### src/logic/lvsc_pkg.sv
package lvsc_pkg;
    // special function register addresses
    localparam logic [7:0] ADDR_MAIN_CONFIG = 8'h95;
    localparam logic [7:0] ADDR_SEG_EN_LOW = 8'h97;
    localparam logic [7:0] ADDR_CONFIG_X = 8'h9c;
    localparam logic [7:0] ADDR_INDEX = 8'hac;
    localparam logic [7:0] ADDR_WINDOW_DATA = 8'hae;
    localparam logic [7:0] ADDR_CONFIG_Y = 8'hb1;
    localparam logic [7:0] ADDR_SEG_EN_HIGH = 8'hed;
    localparam logic [7:0] ADDR_PERIPHERAL_CONFIG = 8'hf4;
    // field positions
    localparam int BIT_DISPLAY_ENABLE = 7;
    localparam int BIT_SLEEP_INHIBIT = 4;
    localparam int BIT_LADDER_SELECT = 6;
    localparam int BIT_REF_IN_SLEEP = 3;
    localparam int BIT_FREEZE = 0;
    localparam int BIT_INDEX_WRITE = 7;
    localparam int CONTRAST_LSB = 0;
    localparam int CONTRAST_W = 6;
    localparam int MUX_LSB = 0;
    localparam int MUX_W = 2;
    localparam logic [1:0] MUX_FOUR = 2'h3;
    // reset values
    localparam logic [7:0] RST_REG = 8'h00;
    // segment layout
    localparam int FIXED_SEGS = 16;
    localparam int TOTAL_SEGS = 29;
    localparam int SHARED_COM3_SEG = 27;
    localparam int SHARED_COM2_SEG = 28;
endpackage

### src/logic/lvsc_top.sv
`timescale 1ns/1ps

// overview of the datapath:
// - eight byte registers sit on the special function register port
// - a small image memory is reached only through the index and window
// - a second copy of the image feeds the glass, so a half-written
//   update never reaches the panel while the freeze bit is set
// - display gating and supply selection are plain decodes of the
//   registers, so they follow a write on the very next edge
// - no power state touches any register, so a dark panel comes back
//   with the same image when it is switched on again
// limitation: reads of unmapped addresses return zero, and a read
// always costs one enabled edge of latency
module lvsc_top #(
    parameter int MEM_DEPTH = 15
) (
    // clock, reset, enable
    input wire logic ref_clk,
    input wire logic rst,
    input wire logic clk_en,
    // special function register port
    input wire logic sfr_wr,
    input wire logic [7:0] sfr_addr,
    input wire logic [7:0] sfr_wdata,
    output logic [7:0] sfr_rdata,
    // power mode
    input wire logic battery_sleep_mode,
    // voltage generation and display
    output logic display_on,
    output logic pump_enable,
    output logic ladder_select,
    output logic [5:0] contrast_level,
    output logic image_frozen,
    output logic [3:0] mux_mode,
    // pin allocation and shown segment data
    output logic [28:0] segment_line_en,
    output logic [1:0] common_upper_en,
    output logic [7:0] shown_data [MEM_DEPTH]
);
    // software visible configuration registers
    logic [7:0] main_ff, nxt_main;
    logic [7:0] seg_lo_ff, nxt_seg_lo;
    logic [7:0] cfgx_ff, nxt_cfgx;
    logic [7:0] cfgy_ff, nxt_cfgy;
    logic [7:0] seg_hi_ff, nxt_seg_hi;
    logic [7:0] peripheral_config_ff, nxt_peripheral_config;
    // indirect access pair into the image memory
    logic [7:0] index_ff, nxt_index;
    logic [7:0] window_ff, nxt_window;
    // image memory as written, and the copy that the panel shows
    logic [7:0] mem_ff [MEM_DEPTH];
    logic [7:0] nxt_mem [MEM_DEPTH];
    logic [7:0] shown_ff [MEM_DEPTH];
    logic [7:0] nxt_shown [MEM_DEPTH];
    // registered read data
    logic [7:0] rd_ff, nxt_rd;
    // decoded display and multiplex state
    logic enable_bit;
    logic awake_on;
    logic sleep_on;
    logic four_mux;

    // write strobe aimed at one address; clock enable is applied at the
    // registers, so a write seen while frozen is simply dropped
    function automatic logic hit(input logic [7:0] a);
        return sfr_wr && (sfr_addr == a);
    endfunction

    // register writes; only software writes change state, so nothing is
    // lost when the display goes dark
    always_comb begin
        nxt_main = hit(lvsc_pkg::ADDR_MAIN_CONFIG) ? sfr_wdata : main_ff;
        nxt_seg_lo = hit(lvsc_pkg::ADDR_SEG_EN_LOW) ? sfr_wdata : seg_lo_ff;
        nxt_cfgx = hit(lvsc_pkg::ADDR_CONFIG_X) ? sfr_wdata : cfgx_ff;
        nxt_cfgy = hit(lvsc_pkg::ADDR_CONFIG_Y) ? sfr_wdata : cfgy_ff;
        nxt_seg_hi = hit(lvsc_pkg::ADDR_SEG_EN_HIGH) ? sfr_wdata : seg_hi_ff;
        nxt_peripheral_config = hit(lvsc_pkg::ADDR_PERIPHERAL_CONFIG) ? sfr_wdata : peripheral_config_ff;
        nxt_index = hit(lvsc_pkg::ADDR_INDEX) ? sfr_wdata : index_ff;
        nxt_window = window_ff;
        nxt_mem = mem_ff;
        if (hit(lvsc_pkg::ADDR_WINDOW_DATA)) begin
            nxt_window = sfr_wdata;
        end
        // indirect access through the index register; an index beyond
        // the memory is kept in the register but moves no data, which
        // keeps the low address bits from aliasing onto a real byte
        if (hit(lvsc_pkg::ADDR_INDEX) && (sfr_wdata[6:0] < 7'(MEM_DEPTH))) begin
            if (sfr_wdata[lvsc_pkg::BIT_INDEX_WRITE]) begin
                nxt_mem[sfr_wdata[3:0]] = window_ff;
            end else begin
                nxt_window = mem_ff[sfr_wdata[3:0]];
            end
        end
        // image copy stalls while frozen, so partial updates never show
        nxt_shown = cfgy_ff[lvsc_pkg::BIT_FREEZE] ? shown_ff : mem_ff;
    end

    // read mux, registered for one cycle of latency; the register
    // costs a cycle but keeps the address decode off the read path
    // of the core
    always_comb begin
        case (sfr_addr)
            lvsc_pkg::ADDR_MAIN_CONFIG: nxt_rd = main_ff;
            lvsc_pkg::ADDR_SEG_EN_LOW: nxt_rd = seg_lo_ff;
            lvsc_pkg::ADDR_CONFIG_X: nxt_rd = cfgx_ff;
            lvsc_pkg::ADDR_CONFIG_Y: nxt_rd = cfgy_ff;
            lvsc_pkg::ADDR_SEG_EN_HIGH: nxt_rd = seg_hi_ff;
            lvsc_pkg::ADDR_PERIPHERAL_CONFIG: nxt_rd = peripheral_config_ff;
            lvsc_pkg::ADDR_INDEX: nxt_rd = index_ff;
            lvsc_pkg::ADDR_WINDOW_DATA: nxt_rd = window_ff;
            default: nxt_rd = lvsc_pkg::RST_REG;
        endcase
    end

    // state registers, frozen by clock enable; reset wins over the
    // enable so the block comes up clean even with the clock gated
    always_ff @(posedge ref_clk) begin
        if (rst) begin
            main_ff <= lvsc_pkg::RST_REG;
            seg_lo_ff <= lvsc_pkg::RST_REG;
            cfgx_ff <= lvsc_pkg::RST_REG;
            cfgy_ff <= lvsc_pkg::RST_REG;
            seg_hi_ff <= lvsc_pkg::RST_REG;
            peripheral_config_ff <= lvsc_pkg::RST_REG;
            index_ff <= lvsc_pkg::RST_REG;
            window_ff <= lvsc_pkg::RST_REG;
            rd_ff <= lvsc_pkg::RST_REG;
            for (int i = 0; i < MEM_DEPTH; i++) begin
                mem_ff[i] <= lvsc_pkg::RST_REG;
                shown_ff[i] <= lvsc_pkg::RST_REG;
            end
        end else if (clk_en) begin
            main_ff <= nxt_main;
            seg_lo_ff <= nxt_seg_lo;
            cfgx_ff <= nxt_cfgx;
            cfgy_ff <= nxt_cfgy;
            seg_hi_ff <= nxt_seg_hi;
            peripheral_config_ff <= nxt_peripheral_config;
            index_ff <= nxt_index;
            window_ff <= nxt_window;
            rd_ff <= nxt_rd;
            // image memory and shown copy
            mem_ff <= nxt_mem;
            shown_ff <= nxt_shown;
        end
    end

    // display gating: awake the enable bit alone decides, asleep the
    // inhibit bit and the reference enable must agree as well; the
    // reference bit is a software duty, so the panel stays dark when
    // it is forgotten rather than running on a missing reference
    assign enable_bit = main_ff[lvsc_pkg::BIT_DISPLAY_ENABLE];
    assign awake_on = enable_bit;
    assign sleep_on = enable_bit && !main_ff[lvsc_pkg::BIT_SLEEP_INHIBIT]
        && peripheral_config_ff[lvsc_pkg::BIT_REF_IN_SLEEP];
    assign display_on = battery_sleep_mode ? sleep_on : awake_on;

    // voltage source; pump idles when dark to save battery
    assign ladder_select = cfgx_ff[lvsc_pkg::BIT_LADDER_SELECT];
    assign pump_enable = display_on && !ladder_select;
    // contrast only meaningful with the pump, so zero it for the ladder
    assign contrast_level = ladder_select ? 6'h00 :
        cfgx_ff[lvsc_pkg::CONTRAST_LSB +: lvsc_pkg::CONTRAST_W];
    // status and data outputs straight from registers
    assign image_frozen = cfgy_ff[lvsc_pkg::BIT_FREEZE];
    assign sfr_rdata = rd_ff;
    assign shown_data = shown_ff;

    // multiplex decode: one-hot count of active commons minus one;
    // in four-way multiplex the two shared pins are taken as commons
    // and their segment enables are overruled further down
    assign four_mux = main_ff[lvsc_pkg::MUX_LSB +: lvsc_pkg::MUX_W] == lvsc_pkg::MUX_FOUR;
    assign mux_mode = 4'h1 << main_ff[lvsc_pkg::MUX_LSB +: lvsc_pkg::MUX_W];
    assign common_upper_en = four_mux ? 2'h3 : 2'h0;

    // segment pin allocation: the low sixteen lines need no enable,
    // the next eight follow the low enable register, and the top five
    // follow the high one; the shared pair also yields to the commons
    genvar g;
    generate
        for (g = 0; g < lvsc_pkg::TOTAL_SEGS; g++) begin : g_seg
            if (g < lvsc_pkg::FIXED_SEGS) begin : g_fixed
                assign segment_line_en[g] = 1'b1;
            end else if (g < lvsc_pkg::FIXED_SEGS + 8) begin : g_low
                assign segment_line_en[g] = seg_lo_ff[g - lvsc_pkg::FIXED_SEGS];
            end else if (g == lvsc_pkg::SHARED_COM3_SEG || g == lvsc_pkg::SHARED_COM2_SEG) begin : g_sh
                assign segment_line_en[g] = seg_hi_ff[g - lvsc_pkg::FIXED_SEGS - 8]
                    && !four_mux;
            end else begin : g_high
                assign segment_line_en[g] = seg_hi_ff[g - lvsc_pkg::FIXED_SEGS - 8];
            end
        end
    endgenerate
endmodule // lvsc_top

### config.mk
export PLATFORM = sky130hd
export DESIGN_NAME = lvsc_top
export DESIGN_NICKNAME = d
export VERILOG_FILES = /design/src/logic/lvsc_pkg.sv /design/src/logic/lvsc_top.sv
export SDC_FILE = /design/constraint.sdc
export NUM_CORES = 1
export LEC_CHECK = 0
export ABC_AREA = 1
export BUFFER_PORTS_ARGS = -buffer_cell sky130_fd_sc_hd__buf_4
export CELL_PAD_IN_SITES_DETAIL_PLACEMENT = 1
export CELL_PAD_IN_SITES_GLOBAL_PLACEMENT = 1
export CORE_AREA = 3 3 176 178
export CTS_BUF_LIST = sky130_fd_sc_hd__clkbuf_4
export DETAILED_ROUTE_END_ITERATION = 6
export DIE_AREA = 0 0 179 181
export PLACE_DENSITY_LB_ADDON = 0.05
export REMOVE_ABC_BUFFERS = 1
export SYNTH_ARGS = -nofsm -noshare
export SYNTH_HDL_FRONTEND = slang
export SYNTH_SLANG_ARGS = --single-unit
### constraint.sdc
create_clock -name ref_clk -period 4.6 [get_ports ref_clk]
set_input_delay 0.92 -clock ref_clk [delete_from_list [all_inputs] [get_ports ref_clk]]
set_output_delay 0.92 -clock ref_clk [all_outputs]
set_load 0.05 [all_outputs]
Word-level counts from Yosys, hierarchy flattened
Cells that the tools add are included.
{"block": "totals", "elab_cells": 94, "in_bits": 21, "memories": 0, "mem_bits_rw": 0, "ff_bits": 312, "romBits": 0, "latch_bits": 0, "out_inout_bits": 173}
{"block": "op_classes", "n_eq_ne": 9, "n_shift": 1, "div_mod_pow": 0, "n_addsub": 0, "magnitude_cmp": 3, "n_mux": 13, "n_mul": 0, "reduce_logical": 27, "n_bitwise": 2}
{"op": "$bwmux 120", "count": 1}
{"op": "$eq 8x8->1 const B", "count": 8}
{"op": "$pmux 8 s8", "count": 1}
{"op": "$mux 8", "count": 6}
{"op": "$bmux 8 s4", "count": 1}
{"op": "$demux 8 s4", "count": 1}
{"op": "$reduce_and 2->1", "count": 8}
{"op": "$logic_and 1x1->1", "count": 15}
{"op": "$lt 7x4->1 const B", "count": 1}
{"op": "$mux 6", "count": 1}
{"op": "$ge 5x5->1 const B", "count": 1}
{"op": "$lt 5x1->1 const B", "count": 1}
{"op": "$not 4->5", "count": 1}
{"op": "$shl 1x2->4 const A", "count": 1}
{"op": "$logic_not 1->1", "count": 3}
{"op": "$reduce_and 3->1", "count": 1}
{"op": "$eq 2x2->1 const B", "count": 1}
{"op": "$mux 2", "count": 1}
{"op": "$mux 1", "count": 1}
{"op": "$not 1->1", "count": 1}

Longest topological paths before layout
{"block": "logic_depth", "depth_word": 6, "mapped_depth": 13, "ltp_nobuf": 11}

Worst setup path after synthesis
Ideal clock, no wire load.
{"block": "synth_timing", "path_type": "input-to-output", "from": "in battery_sleep_mode", "to": "out pump_enable", "setup_slack_ns": 1.405, "t_arrival_ns": 2.275, "path_buffers": 0, "t_required_ns": 3.680, "path_stages": 2, "cell_sequence": "a21oi_1 -> and2_1"}
{"block": "synth_via", "elab_chain_cells": 2}
{"element": "start, declared", "line_no": "lvsc_top.sv:27", "rtl": "input wire logic battery_sleep_mode,"}
{"element": "$mux 1", "line_no": "lvsc_top.sv:156", "rtl": "assign display_on = battery_sleep_mode ? sleep_on : awake_on;"}
{"element": "$logic_and 1x1->1", "line_no": "lvsc_top.sv:160", "rtl": "assign pump_enable = display_on && !ladder_select;"}
{"element": "end, declared", "line_no": "lvsc_top.sv:30", "rtl": "output logic pump_enable,"}
Every way passes these cells.

Final worst setup path
{"block": "layout_timing", "from": "reg main_ff[4]", "to": "out pump_enable"}
{"block": "layout_via", "elab_chain_cells": 5}
{"element": "start, declared", "line_no": "lvsc_top.sv:41", "rtl": "logic [7:0] main_ff, nxt_main;"}
{"element": "start signal, assigned", "line_no": "lvsc_top.sv:119", "rtl": "main_ff <= lvsc_pkg::RST_REG;"}
{"element": "start signal, assigned", "line_no": "lvsc_top.sv:133", "rtl": "main_ff <= nxt_main;"}
{"element": "$logic_not 1->1", "line_no": "lvsc_top.sv:154", "rtl": "assign sleep_on = enable_bit && !main_ff[lvsc_pkg::BIT_SLEEP_INHIBIT]"}
{"element": "$logic_and 1x1->1", "line_no": "lvsc_top.sv:154"}
{"element": "$logic_and 1x1->1", "line_no": "lvsc_top.sv:155", "rtl": "&& peripheral_config_ff[lvsc_pkg::BIT_REF_IN_SLEEP];"}
{"element": "$mux 1", "line_no": "lvsc_top.sv:156"}
{"element": "$logic_and 1x1->1", "line_no": "lvsc_top.sv:160"}
Every way passes these cells.

==> qor.yml <==
antenna_found_initial: 1
p_switching_mw: 1.674
p_seq_frac: 0.475
grtUsageTotal: 0.2737
worst_pin_slew_ns: 1.126
crit_required_ns: 3.68
wirelength_um: 45260
timing_hold_violations_final: 0
p_clk_frac: 0.426
grt_first_pass_wirelength_um: 72090
clkLatencyLatePin_ns: 0.72
dpl.hpwl_um: 29890
drive_above_1_share: 0.1647
ys_seq_area_frac: 0.4617
slew_headroom: 0.2483
hold_path.class: "register to register"
finalNonFillerCells: 2547
synth-seq-cells: 312
setup_viol: 0
cellInternalPower_mw: 4.181
synth_area_sq_mm: 0.01353
cp-end-kind: "primary output"
fillers: 3988
htreeDepth: 3
start_kind: "register"
final-max-slew-violation-count: 0
crit_arrival_ns: 1.73
cts_tree: "yes"
fin_crit_sh: 0.5757
cts-hold-fix-buffers: 0
power_mw: 5.855
io_pins: 194
die_area_sq_mm: 0.03240
core_area_sq_mm: 0.02956
ctsResizeCount: 0
status: "finished clean"
grt.overflow.total: 0
syn_to_final_growth_pct: 17.18
cts-root-buf: "clkbuf_4"
cts.sinks: 312
netSwitchingFraction: 0.2859
synth_cell_types: 24
ys_warn_count: 0
fin_tns_setup_ns: 0
dp_slack_ns: 1.389
rsz0062_at_grt: "no"
finalClockSkew_ns: 0.07774
wl_per_cell_um: 17.77
vdd_drop_max_mv: 0.2092
placementRows: 63
drv_cap: 0
io_buffers: 177
fmax_ghz: 0.3776
p_per_area_mw_per_mm2: 369.4
syn_inst: 1951
post_cts_buffers: 0
place_inst: 2397
final_core_utilization: 0.5363
globalplace.congestion: 0.8387
chipHeight_um: 181
grt_max_degree: 115
numCtsBuffers: 84
layout_setup_ws_ns: 1.952
cts.clk_slew.worst_paths_ns: 0.07
drc: 0
critPathMaxFanout: 2
drtAntennaViolNets: 0
vias: 13752
cts_max_path_buffers: 3
combPwrFrac: 0.099
drtIter0Drc: 652
post-route-min-period_ns: 2.648
viasPerCell: 5.399
layout.nets: 2114
path_class: "register to primary output"
dr.pass1.iters: 5
die_w_um: 179
syn_avg_cell_area_sq_um: 6.934
grt_pass1_vias: 13824
p_leak_nw: 6.523
start_util: 0.4577
==> cell usage in the layout, fill, tap and decap left out, types with 3 or more instances in the layout <==
master / instances
a21oi_1: 198
buf_4: 191
clkbuf_4: 118
clkinv_1: 26
conb_1: 16
dfxtp_1: 312
inv_1: 86
inv_2: 5
nand2_1: 434
nand3_1: 226
nand4_1: 13
nor2_1: 293
nor2_2: 21
nor2_4: 4
nor3_2: 3
o21ai_0: 195
==> power groups by stage <==
stage	sequential [mW]	combinational (mW)	clock (mW)
6_report	2.78	0.581	2.49
5_1_grt	2.79	0.624	2.72
4_1_cts	2.78	0.583	2.56
3_5_place_dp	2.84	0.580	0
3_3_place_gp	2.84	0.571	0
2_1_floorplan	3.02	0.181	0
==> registers in the layout (all words and copies together), names as in the netlist <==
name / flops
window_ff: 8
cfgy_ff: 8
seg_lo_ff: 8
sfr_rdata: 8
main_ff: 8
peripheral_config_ff: 8
shown_data: 120
seg_hi_ff: 8
mem_ff: 120
cfgx_ff: 8
index_ff: 8
==> cell families after synthesis <==
group           Yosys count  synth area share
compound gates          393            0.1454
buf+inv                 244           0.08231
other cells               1         0.0002772
simple gates           1001            0.3103
flops                   312            0.4617
==> metal layers <==
| metal | vias to the layer above | track usage | routed length (um) |
|---|---|---|---|
| li1 | 6648 | - | - |
| met1 | 6609 | 0.3652 | 20460 |
| met2 | 384 | 0.4405 | 20940 |
| met3 | 111 | 0.04855 | 2410 |
| met4 | 0 | 0.1041 | 1453 |
| met5 | - | 0 | 0 |
==> metrics by stage <==
step                      instance area [sq um]  hold WS [ns]
after global placement                    14780        0.4331
final                                     15850        0.4476
after detailed placement                  14780        0.4400
after floorplan                           12820        0.4257
after global routing                      15850        0.4490
after CTS                                 15850        0.4249
==> synth_stat cells <==
cell	n	share of area
conb_1	1	0.00028
buf_1	4	0.0011
buf_4	27	0.015
nand2_4	1	0.00083
nor2_2	22	0.010
nor2_4	3	0.0025
nand3_1	226	0.084
inv_2	4	0.0011
dfxtp_1	312	0.46
clkbuf_1	79	0.022
nand2_2	2	0.00092
nor3_1	1	0.00037
nor2_1	293	0.081
buf_2	35	0.013
clkinv_1	1	0.00028
nor3_2	3	0.0022
nand4_1	13	0.0060
buf_6	7	0.0058
o21ai_0	195	0.072
and2_1	1	0.00046
nand2_1	434	0.12
inv_1	87	0.024
nand3_2	2	0.0015
a21oi_1	198	0.073
==> worst max-delay path, cell delays in order (launching register included) <==
cell and delay, ns:
dfxtp_1 0.32, inv_1 0.07, nand2_1 0.08, a21oi_1 0.19
and2_1 0.15, buf_4 0.19
==> worst paths after layout <==
path / from / slack (ns) / endpoint / depth (start not counted)
min reg2reg: cfgy_ff[7]$_SDFFE_PP0P_ / 0.45 / cfgy_ff[7]$_SDFFE_PP0P_ / 2
min: cfgy_ff[7]$_SDFFE_PP0P_ / 0.45 / cfgy_ff[7]$_SDFFE_PP0P_ / 2
max: main_ff[4]$_SDFFE_PP0P_ / 1.95 / pump_enable / 5
max reg2reg: cfgy_ff[0]$_SDFFE_PP0P_ / 2.60 / shown_data[104]$_SDFFE_PP0P_ / 5
==> layout make-up <==
type	instances	area [sq um]	share of cell area
Antenna cell	1	2.502	0.0001579
Clock buffer	118	885.9	0.05588
Clock inverter	31	178.9	0.01129
Inverter	92	346.6	0.02186
Multi-Input combinational cell	1410	6230	0.3930
Sequential cell	312	6246	0.3940
Tap cell	390	488.0	0.03078
Timing Repair Buffer	193	1474	0.09298
Power figures use the tool's default switching activity.
